## src/verilog/sadc_defs.vh

```
// constants for the successive-approximation converter control block
`ifndef SADC_DEFS_VH
`define SADC_DEFS_VH
// ----------------------------------------
// conversion clock select codes
// ----------------------------------------
`define SADC_CCS_DIV2 3'h0
`define SADC_CCS_DIV4 3'h4
`define SADC_CCS_DIV8 3'h1
`define SADC_CCS_DIV16 3'h5
`define SADC_CCS_DIV32 3'h2
`define SADC_CCS_DIV64 3'h6
// ----------------------------------------
// channel and reference codes
// ----------------------------------------
`define SADC_CH_LAST_PIN 4'hd
`define SADC_CH_RESERVED 4'he
`define SADC_CH_FVR 4'hf
`define SADC_REF_SUPPLY 2'h0
`define SADC_REF_EXT 2'h2
`define SADC_REF_FVR 2'h3
// ----------------------------------------
// sequence and timing
// ----------------------------------------
`define SADC_RES_W 8
`define SADC_CONV_TICKS 4'ha
`define SADC_RESULT_RST 8'h00
`define SADC_RC_PERIOD_NS 1600
`define SADC_CLK_NS 8
`define SADC_RC_CYCLES (`SADC_RC_PERIOD_NS / `SADC_CLK_NS)
`define SADC_RC_LIMIT 8'hc7
`endif

```

## src/verilog/sadc_chan_mux.v

```verilog
// input channel and positive reference selection
`timescale 1ns/10ps
`include "sadc_defs.vh"
module sadc_chan_mux (
  // selections
  input wire [3:0] channel_select,
  input wire [1:0] reference_select,
  // digitised analog levels
  input wire [111:0] analog_in,
  input wire [7:0] fixed_voltage_ref,
  input wire [7:0] ext_ref,
  input wire [7:0] supply_ref,
  // results
  output reg [7:0] sel_level,
  output reg [7:0] pos_ref,
  output reg chan_valid
);
  // pick one of fourteen pins or the fixed reference
  always @* begin
    sel_level = 8'h00;
    chan_valid = 1'b1;
    if (channel_select <= `SADC_CH_LAST_PIN)
      sel_level = analog_in[channel_select*8 +: 8];
    else if (channel_select == `SADC_CH_FVR)
      sel_level = fixed_voltage_ref;
    else
      chan_valid = 1'b0; // reserved code: no input
  end

  // positive reference; negative is ground always
  always @* begin
    if (reference_select == `SADC_REF_FVR)
      pos_ref = fixed_voltage_ref;
    else if (reference_select == `SADC_REF_EXT)
      pos_ref = ext_ref;
    else
      pos_ref = supply_ref;
  end
endmodule

```

## src/verilog/sadc_ctrl.v

```verilog
// top of the converter control: sample-hold, sequencer and result
`timescale 1ns/10ps
`include "sadc_defs.vh"
module sadc_ctrl (
  // clock and reset
  input wire clk_sys,
  input wire rst_n,
  input wire clk_en,
  // control bits from software
  input wire converter_on,
  input wire go_set,
  input wire go_clear,
  input wire done_flag_clear,
  input wire [3:0] channel_select,
  input wire [1:0] reference_select,
  input wire [2:0] conv_clock_select,
  // analog levels, digitised for modelling
  input wire [111:0] analog_in,
  input wire [7:0] fixed_voltage_ref,
  input wire [7:0] ext_ref,
  input wire [7:0] supply_ref,
  // status to software
  output reg convert_go_flag,
  output reg conversion_done_flag,
  output reg [7:0] conversion_result,
  output reg done_pulse,
  output reg wake_req,
  // reference routing seen by the analog core
  output reg [7:0] pos_ref_out,
  output reg [7:0] neg_ref_out
);
  // ----------------------------------------
  // state
  // ----------------------------------------
  localparam ST_IDLE = 2'h0;
  localparam ST_CONV = 2'h1;
  localparam ST_DONE = 2'h2;

  reg [1:0] state_r;
  reg [1:0] state_nxt;
  reg [3:0] tick_cnt_r;
  reg [7:0] held_r;
  reg [7:0] sar_r;
  reg [7:0] trial_r;
  reg [7:0] ref_r;
  reg chan_ok_r;
  wire tick;
  wire [7:0] sel_level;
  wire [7:0] pos_ref;
  wire chan_valid;
  wire running;
  wire [15:0] scaled;
  wire [7:0] cmp_level;

  // ----------------------------------------
  // submodules
  // ----------------------------------------
  assign running = (state_r == ST_CONV);

  // bit-period timebase
  sadc_tick_div u_tick (
    .clk_sys(clk_sys),
    .rst_n(rst_n),
    .clk_en(clk_en),
    .run(running),
    .conv_clock_select(conv_clock_select),
    .tick_r(tick)
  );

  // channel and reference selection
  sadc_chan_mux u_mux (
    .channel_select(channel_select),
    .reference_select(reference_select),
    .analog_in(analog_in),
    .fixed_voltage_ref(fixed_voltage_ref),
    .ext_ref(ext_ref),
    .supply_ref(supply_ref),
    .sel_level(sel_level),
    .pos_ref(pos_ref),
    .chan_valid(chan_valid)
  );

  // ----------------------------------------
  // comparator against the trial code
  // ----------------------------------------
  // compare held level against trial fraction of the positive reference
  assign scaled = trial_r * ref_r;
  assign cmp_level = scaled[15:8];

  // ----------------------------------------
  // sequencer next state
  // ----------------------------------------
  always @* begin
    state_nxt = state_r;
    case (state_r)
      ST_IDLE: begin
        if (go_set && converter_on)
          state_nxt = ST_CONV;
      end
      ST_CONV: begin
        if (!converter_on || go_clear)
          state_nxt = ST_DONE;
        else if (tick && tick_cnt_r == `SADC_CONV_TICKS - 4'h1)
          state_nxt = ST_DONE;
      end
      default: state_nxt = ST_IDLE;
    endcase
  end

  // ----------------------------------------
  // sequencer registers
  // ----------------------------------------
  always @(posedge clk_sys or negedge rst_n) begin
    if (!rst_n) begin
      state_r <= ST_IDLE;
      tick_cnt_r <= 4'h0;
      held_r <= 8'h00;
      sar_r <= 8'h00;
      trial_r <= 8'h80;
      ref_r <= 8'h00;
      chan_ok_r <= 1'b0;
    end else if (clk_en) begin
      state_r <= state_nxt;
      if (state_r == ST_IDLE && state_nxt == ST_CONV) begin
        // sample-and-hold captures the routed input once
        held_r <= sel_level;
        chan_ok_r <= chan_valid;
        ref_r <= pos_ref;
        sar_r <= 8'h00;
        trial_r <= 8'h80;
        tick_cnt_r <= 4'h0;
      end else if (running && tick) begin
        tick_cnt_r <= tick_cnt_r + 4'h1;
        // ticks 1..8 resolve one bit each, msb first; first tick is acquisition
        if (tick_cnt_r >= 4'h1 && tick_cnt_r <= 4'h8) begin
          if (chan_ok_r && held_r >= cmp_level)
            sar_r <= trial_r;
          else
            sar_r <= trial_r & ~bit_mask(tick_cnt_r);
          trial_r <= (held_r >= cmp_level && chan_ok_r) ?
            (trial_r | (bit_mask(tick_cnt_r) >> 1)) :
            ((trial_r & ~bit_mask(tick_cnt_r)) | (bit_mask(tick_cnt_r) >> 1));
        end
      end
    end
  end

  // one-hot mask of the bit under trial
  function [7:0] bit_mask;
    input [3:0] idx;
    begin
      bit_mask = 8'h80 >> (idx - 4'h1);
    end
  endfunction

  // ----------------------------------------
  // status, result and flags
  // ----------------------------------------
  always @(posedge clk_sys or negedge rst_n) begin
    if (!rst_n) begin
      convert_go_flag <= 1'b0;
      conversion_done_flag <= 1'b0;
      conversion_result <= `SADC_RESULT_RST;
      done_pulse <= 1'b0;
      wake_req <= 1'b0;
      pos_ref_out <= 8'h00;
      neg_ref_out <= 8'h00;
    end else if (clk_en) begin
      pos_ref_out <= pos_ref;
      neg_ref_out <= 8'h00;
      done_pulse <= 1'b0;
      if (state_r == ST_IDLE && state_nxt == ST_CONV)
        convert_go_flag <= 1'b1;
      else if (state_r == ST_DONE)
        convert_go_flag <= 1'b0;
      if (state_r == ST_DONE) begin
        // aborted runs keep resolved bits; others follow the last decided bit
        conversion_result <= sar_r;
        done_pulse <= 1'b1;
        conversion_done_flag <= 1'b1;
        wake_req <= 1'b1;
      end else if (done_flag_clear) begin
        conversion_done_flag <= 1'b0; // set wins over clear
        wake_req <= 1'b0;
      end
    end
  end
endmodule

```

## src/verilog/sadc_tick_div.v

```verilog
// bit-period tick generator from divided system clock or local rc timer
`timescale 1ns/10ps
`include "sadc_defs.vh"
module sadc_tick_div (
  // clock and reset
  input wire clk_sys,
  input wire rst_n,
  input wire clk_en,
  // control
  input wire run,
  input wire [2:0] conv_clock_select,
  // tick out
  output reg tick_r
);
  reg [7:0] cnt_r;
  reg [7:0] limit;

  // period count minus one per selection; divide by 2 gives one tick per two clocks
  always @* begin
    case (conv_clock_select)
      `SADC_CCS_DIV2: limit = 8'h01;
      `SADC_CCS_DIV4: limit = 8'h03;
      `SADC_CCS_DIV8: limit = 8'h07;
      `SADC_CCS_DIV16: limit = 8'h0f;
      `SADC_CCS_DIV32: limit = 8'h1f;
      `SADC_CCS_DIV64: limit = 8'h3f;
      default: limit = `SADC_RC_LIMIT; // x11: rc timer, rc cycles minus one
    endcase
  end

  // free count while a conversion runs, one tick per bit period
  always @(posedge clk_sys or negedge rst_n) begin
    if (!rst_n) begin
      cnt_r <= 8'h00;
      tick_r <= 1'b0;
    end else if (clk_en) begin
      if (!run) begin
        cnt_r <= 8'h00;
        tick_r <= 1'b0;
      end else if (cnt_r >= limit) begin
        cnt_r <= 8'h00;
        tick_r <= 1'b1;
      end else begin
        cnt_r <= cnt_r + 8'h01;
        tick_r <= 1'b0;
      end
    end
  end
endmodule
```

## config.mk

```make
export PLATFORM = sky130hd
export DESIGN_NAME = sadc_ctrl
export DESIGN_NICKNAME = d
export VERILOG_FILES = /design/src/verilog/sadc_chan_mux.v /design/src/verilog/sadc_ctrl.v /design/src/verilog/sadc_tick_div.v
export VERILOG_INCLUDE_DIRS = /design/src /design/src/verilog
export SDC_FILE = /design/constraint.sdc
export NUM_CORES = 1
export LEC_CHECK = 0
export BUFFER_PORTS_ARGS = -buffer_cell sky130_fd_sc_hd__buf_2
export CAP_MARGIN = 20
export CORE_MARGIN = 3
export CORE_UTILIZATION = 35
export DETAILED_ROUTE_END_ITERATION = 7
export SLEW_MARGIN = 40
export SYNTH_ARGS = -nofsm -noshare
export SYNTH_HDL_FRONTEND = slang
export SYNTH_SLANG_ARGS = --single-unit
```

## constraint.sdc

```tcl
create_clock -name clk_sys -period 5.6 [get_ports clk_sys]
set_input_delay 0.56 -clock clk_sys [delete_from_list [all_inputs] [get_ports clk_sys]]
set_output_delay 0.56 -clock clk_sys [all_outputs]
set_load 0.01 [all_outputs]
```

* After elaboration in Yosys (flattened, before gate mapping)
Cells that the tools add are included.
Cells by class: reduce and logical (&&, ||, !) cells 20, equality and inequality tests 12, shift operators 2, $add $sub $neg 3, $mul 1, bitwise gates (word level) 4, mux-type cells 30, $lt $le $gt $ge 5
Operators with widths (number):
- 2-to-1 mux 8 bit | 14
- variable part select 112 x 8 -> 8 bit | 1
- one-hot mux 8 bit (6 select lines) | 1
- greater-or-equal comparator 8 bit | 2
- multiplier 8 x 8 -> 16 bit | 1
- bitwise OR 8 x 7 -> 8 bit | 2
- AND reduction 2 bit | 5
- == test 3 bit, second input constant | 3
- 2-to-1 mux 1 bit | 9
- adder 8 x 1 -> 8 bit, second input constant | 1
- AND 8 bit | 1
- == test 4 bit, second input constant | 2
- less-or-equal comparator 4 bit, second input constant | 2
- 2-to-1 mux 4 bit | 2
- NOT 8 bit | 1
- nonzero test 2 bit | 4
- >> shifter 8 x 4 -> 8 bit, first input constant | 1
- == test 2 bit, second input constant | 3
- logical AND 1 bit | 6
- 2-to-1 mux 2 bit | 3
- adder 4 x 1 -> 4 bit, second input constant | 1
- == test 2 x 1 -> 1 bit, second input constant | 2
- greater-or-equal comparator 4 x 1 -> 1 bit, second input constant | 1
- one-hot mux 2 bit (2 select lines) | 1
- other kinds (8) | 8
Storage, ports and cells: flip-flop bits (word level) 67, input port bits 152, output and inout bits 28, logic and storage cells 91

* Logic depth before layout (Yosys ltp)
depth after elaboration 9, depth in mapped cells 24, depth with buffers taken out 23

* By module
From an unflattened synthesis, not the netlist that was laid out.
Second synthesis, totals: cells, all modules 676, area, all modules 6576.3 µm²
By module, submodules not included:
- sadc_ctrl | area an instance 4719.5 µm², cells each 484, times used 1, sequential area each 1452.6 µm²
- sadc_chan_mux | area an instance 1159.9 µm², cells each 120, times used 1, sequential area each 0.0 µm²
- sadc_tick_div | area an instance 696.9 µm², cells each 72, times used 1, sequential area each 225.2 µm²

* Worst setup path before layout
OpenSTA, ideal clock, no wires.
kind register -> register, start point reg trial_r[1], end point reg trial_r[4], period minus slack after synthesis 5.392 ns, buffers on the path 1, path slack 0.208 ns, stages on the path, launching flop included 23, required time 5.510 ns, library setup time 0.090 ns, arrival time 5.302 ns, cells stage by stage dfrtp_1 > clkbuf_2 > and2_1 > fa_1 > fa_1 > fa_1 > inv_1 > fa_1 > inv_1 > ha_1 > a21o_1 > a221oi_2 > a2bb2oi_2 > o21ai_1 > a21oi_1 > xnor2_1 > ha_1 > nand2_1 > nor2_1 > o21ai_0 > o21ai_1 > o21ai_0 > o221ai_1
On the way: word-level cells in the longest chain between the ends 7
RTL lines:
- start, declared | line sadc_ctrl.v:44 | reg [7:0] trial_r;
- start signal, assigned | line sadc_ctrl.v:140 | trial_r <= (held_r >= cmp_level && chan_ok_r) ?
- multiplier 8 x 8 -> 16 bit | line sadc_ctrl.v:87 | assign scaled = trial_r * ref_r;
- greater-or-equal comparator 8 bit | line sadc_ctrl.v:140
- logical AND 1 bit | line sadc_ctrl.v:140
- 2-to-1 mux 8 bit | line sadc_ctrl.v:140
- 2-to-1 mux 8 bit | line sadc_ctrl.v:135 | if (tick_cnt_r >= 4'h1 && tick_cnt_r <= 4'h8) begin
- 2-to-1 mux 8 bit | line sadc_ctrl.v:132 | end else if (running && tick) begin
- 2-to-1 mux 8 bit | line sadc_ctrl.v:124 | if (state_r == ST_IDLE && state_nxt == ST_CONV) begin
Every way passes these cells. The select of a mux whose other input is x is not followed. A chain may end at the register's enable or synchronous reset.

* Final worst setup path
start point reg trial_r[2], end point reg trial_r[3]
The elaborated chain is that of the path after synthesis.

==> flow_summary_export.csv <==
group,metric,value,unit
status,status,"finished, final reports clean",
worst_setup_path,arrival,5590,ps
synthesis,synth_edf_count,0,
global_routing,grt_pass1_vias,5605,
routing,top_layer,"met4",
layout,fillers,1770,
synthesis,yosysSeqAreaShare,0.254,
synthesis,ys_warn_count,0,
cts,cts-root-buf,"clkbuf_16",
worst_setup_path,cpPeakStageDelay,520,ps
cts,cts_sinks,67,
timing,final_hold_viol_count,0,
power,p_int,3420,uW
floorplanning,core,18300,sq um
run,drv_cap,0,
worst_setup_path,critPathLaunchType,"flop",
cts,clk_pin_slew,60,ps
layout,final_cell_mix,"buf_2 (171), nand2_1 (66), dfrtp_1 (64)",
timing,fin_crit_sh,0.963,
floorplanning,dieArea,20600,sq um
floorplanning,dieHeight,143,um
layout,nets,1145,
synthesis,synthCells,705,
worst_setup_path,end_kind,"flop",
power,powerDensity,738,nW/um^2
layout,fin_util,0.458,
layout,antenna_cells,0,
worst_setup_path,crit_top_cell,"fa_1",
worst_setup_path,path_cells,"buf_6, nand2_1, fa_1, fa_1, inv_1, fa_1, inv_1, fa_1, inv_2, ha_4, a21o_1, a221oi_4, a2bb2oi_4, o21ai_2, a21oi_2, xnor2_2, ha_1, a21oi_1, o21ai_1, nand2_1, o211ai_1, buf_4, o21ai_4, o221ai_2",
timing,worstMarginPinSlew,747,ps
worst_setup_path,crit_path_max_fanout,4,
synthesis,synth_area_per_cell,9.37,sq um
routing,post_drt_wl_per_cell,15.3,um
synthesis,synthArstFlopShare,1.00,
routing,drtAntennaViolNets,0,
worst_setup_path,crit_family,"adder cells",
timing,fmax,185,MHz
routing,wl_met3,644,um
global_routing,grt_pass1_wl,28.3,mm
timing,drv_slew,0,
power,leakage,0.00425,uW
worst_setup_path,crit_path_top_delay_cell,"fa_1",
cts,cts_max_level,3,
layout,syn_to_final_growth,26.7,%
floorplanning,initial_core_util,0.361,
power,p_sw,2750,uW
floorplanning,ios,180,
timing,finalSetupTns,0,ps
power,ir_worst_vdd,0.831,mV
global_routing,grt.total_usage,0.169,
global_routing,grt_max_degree,68,
place,io_buffers,171,
layout,multi_input_area,4640,sq um
worst_setup_path,crit_buf_inv,5,
routing,drt_pass1_iterations,4,
synthesis,netlist-cell-type-count,58,
layout,seqCellArea,1680,sq um
cts,cts_buffers,9,
routing,wl_met1,8.06,mm
power,p_clk_frac,0.095,
synthesis,yosys_register_bits,67,
routing,vias,5708,
synthesis,synth-main-ff-cell,"dfrtp_1",
timing,setup_violations,0,
global_routing,grt_antenna_before_repair,0,
routing,drt_iter0_drc,196,
routing,dr_wl_met2,8.51,mm
worst_setup_path,worst-endpoint-required,5800,ps
routing,wl,17.3,mm
worst_setup_path,worst-setup-path-type,"reg -> reg",
power,swShare,0.446,
routing,post-route-drc-count,0,
floorplanning,rows,49,
power,power_frac_comb,0.808,
routing,vias_per_cell,5.05,
synthesis,synth_area,6600,sq um
power,power_frac_seq,0.097,
place,hpwlAfterDp,13.8,mm
layout,layout_commonest_cell,"buf_2",
cts,cts_tree,"yes",
place,routabilityCongestion,0.852,
hold_path,hold_path.class,"in -> async",
layout,drive_gt1_frac,0.350,
cts,clk_path_buf_depth,2,
timing,timing.slew.headroom,0.502,
cts,clock_latency,330,ps
timing,period_needed,5390,ps
global_routing,overflow,0,
floorplanning,die_w,143,um
timing,clock_skew,8.82,ps
routing by layer:
metal | global-route usage | vias to the layer above
met1 | 0.241 | 2762
met4 | 0.0312 | 0
li1 | - | 2824
met2 | 0.277 | 108
met3 | 0.0246 | 14
met5 | 0 | -
registers in the layout, summed over array words and instances, names as in the netlist, 2 cells and up:
register,count
conversion_result,8
sar_r,8
state_r,2
tick_cnt_r,4
ref_r,8
trial_r,8
pos_ref_out,8
u_tick.cnt_r,8
held_r,8
repair_timing:
| action | 4_1_cts | 5_1_grt |
|---|---|---|
| endpoints found under the setup margin | 15 | 16 |
| gates resized for setup | 11 | 41 |
| setup buffers | 1 | 12 |
| gates cloned | 0 | 0 |
| pin swaps | 9 | 29 |
| hold buffers | 0 | 0 |
Yosys cell counts, drive strengths merged (5+ instances only):
cell type  count  area, sq um
ha            62          776
fa            35          701
buf           23          176
mux2          33          383
nor2b          5         33.8
clkbuf        19         72.6
a21oi         27          135
a21o           9         67.6
o21bai         9         67.6
nand3         20          100
a221oi         9         85.1
dfrtp         66         1650
mux4           8          180
nor2          19         76.3
mux2i         32          320
inv           66          248
o22ai         17          106
xor2           5         43.8
nor3          16         85.1
nand2         69          262
and2          52          325
o21ai         47          235
xnor2         11         96.3
worst register-to-register path: cells and delay by family, from the launching register on:
kind | cells | cell delay, ps
compound gates | 10 | 1660
xor+xnor | 1 | 130
fa+ha+maj | 6 | 2420
simple gates | 2 | 150
flops | 1 | 420
buf+inv | 5 | 480
through the flow:
| stage | instances | hold WS (ps) | setup slack [ps] | area (sq um) | total power [uW] |
|---|---|---|---|---|---|
| 6_report | 1130 | 324 | 206 | 8370 | 6180 |
| 5_1_grt | 1130 | 365 | -47.6 | 8370 | 6900 |
| 4_1_cts | 1118 | 352 | 6.36 | 8120 | 5540 |
| 3_5_place_dp | 1101 | 480 | -149 | 7770 | 4660 |
| 3_3_place_gp | 1101 | 468 | -16.3 | 7760 | 4630 |
| 2_1_floorplan | 712 | 264 | 208 | 6630 | 3570 |
cell type report:
class                           count  area share
Timing Repair Buffer              215       0.144
Clock buffer                        9      0.0269
Clock inverter                      7      0.0100
Multi-Input combinational cell    537       0.554
Tap cell                          229      0.0343
Inverter                           66      0.0296
Sequential cell                    67       0.201
power groups by stage:
stage	logic (uW)	clock network, uW	registers, uW
6_report	4990	585	600
5_1_grt	5670	618	608
4_1_cts	4340	595	602
3_5_place_dp	4050	0	609
3_3_place_gp	4020	0	607
2_1_floorplan	2970	0	597
path summary, 6_finish.rpt:
path | from | to | slack, ps | depth (start not counted)
worst max-delay path | trial_r[2]$_DFFE_PN0P_ | trial_r[3]$_DFFE_PN0P_ | 210 | 24
worst min-delay path | rst_n | sar_r[1]$_DFFE_PN0P_ | 320 | 2
max in group asynchronous | rst_n | ref_r[2]$_DFFE_PN0P_ | 4830 | 2
worst max register to register | trial_r[2]$_DFFE_PN0P_ | trial_r[3]$_DFFE_PN0P_ | 210 | 24
worst min register to register | convert_go_flag$_DFFE_PN0P_ | convert_go_flag$_DFFE_PN0P_ | 490 | 2
min in group clk_sys | done_flag_clear | wake_req$_DFFE_PN0P_ | 480 | 4
logic make-up (layout without fill, tap and decap cells):
kind of cell	Yosys count	after routing	share of synthesized area
other cells	1	8	0.000568
compound gates	147	147	0.143
flops	67	67	0.254
buf+inv	108	297	0.0752
fa+ha+maj	97	97	0.224
mux	73	73	0.134
simple gates	196	196	0.148
xor+xnor	16	16	0.0212
Note: power is estimated with default switching activity, not from simulation.
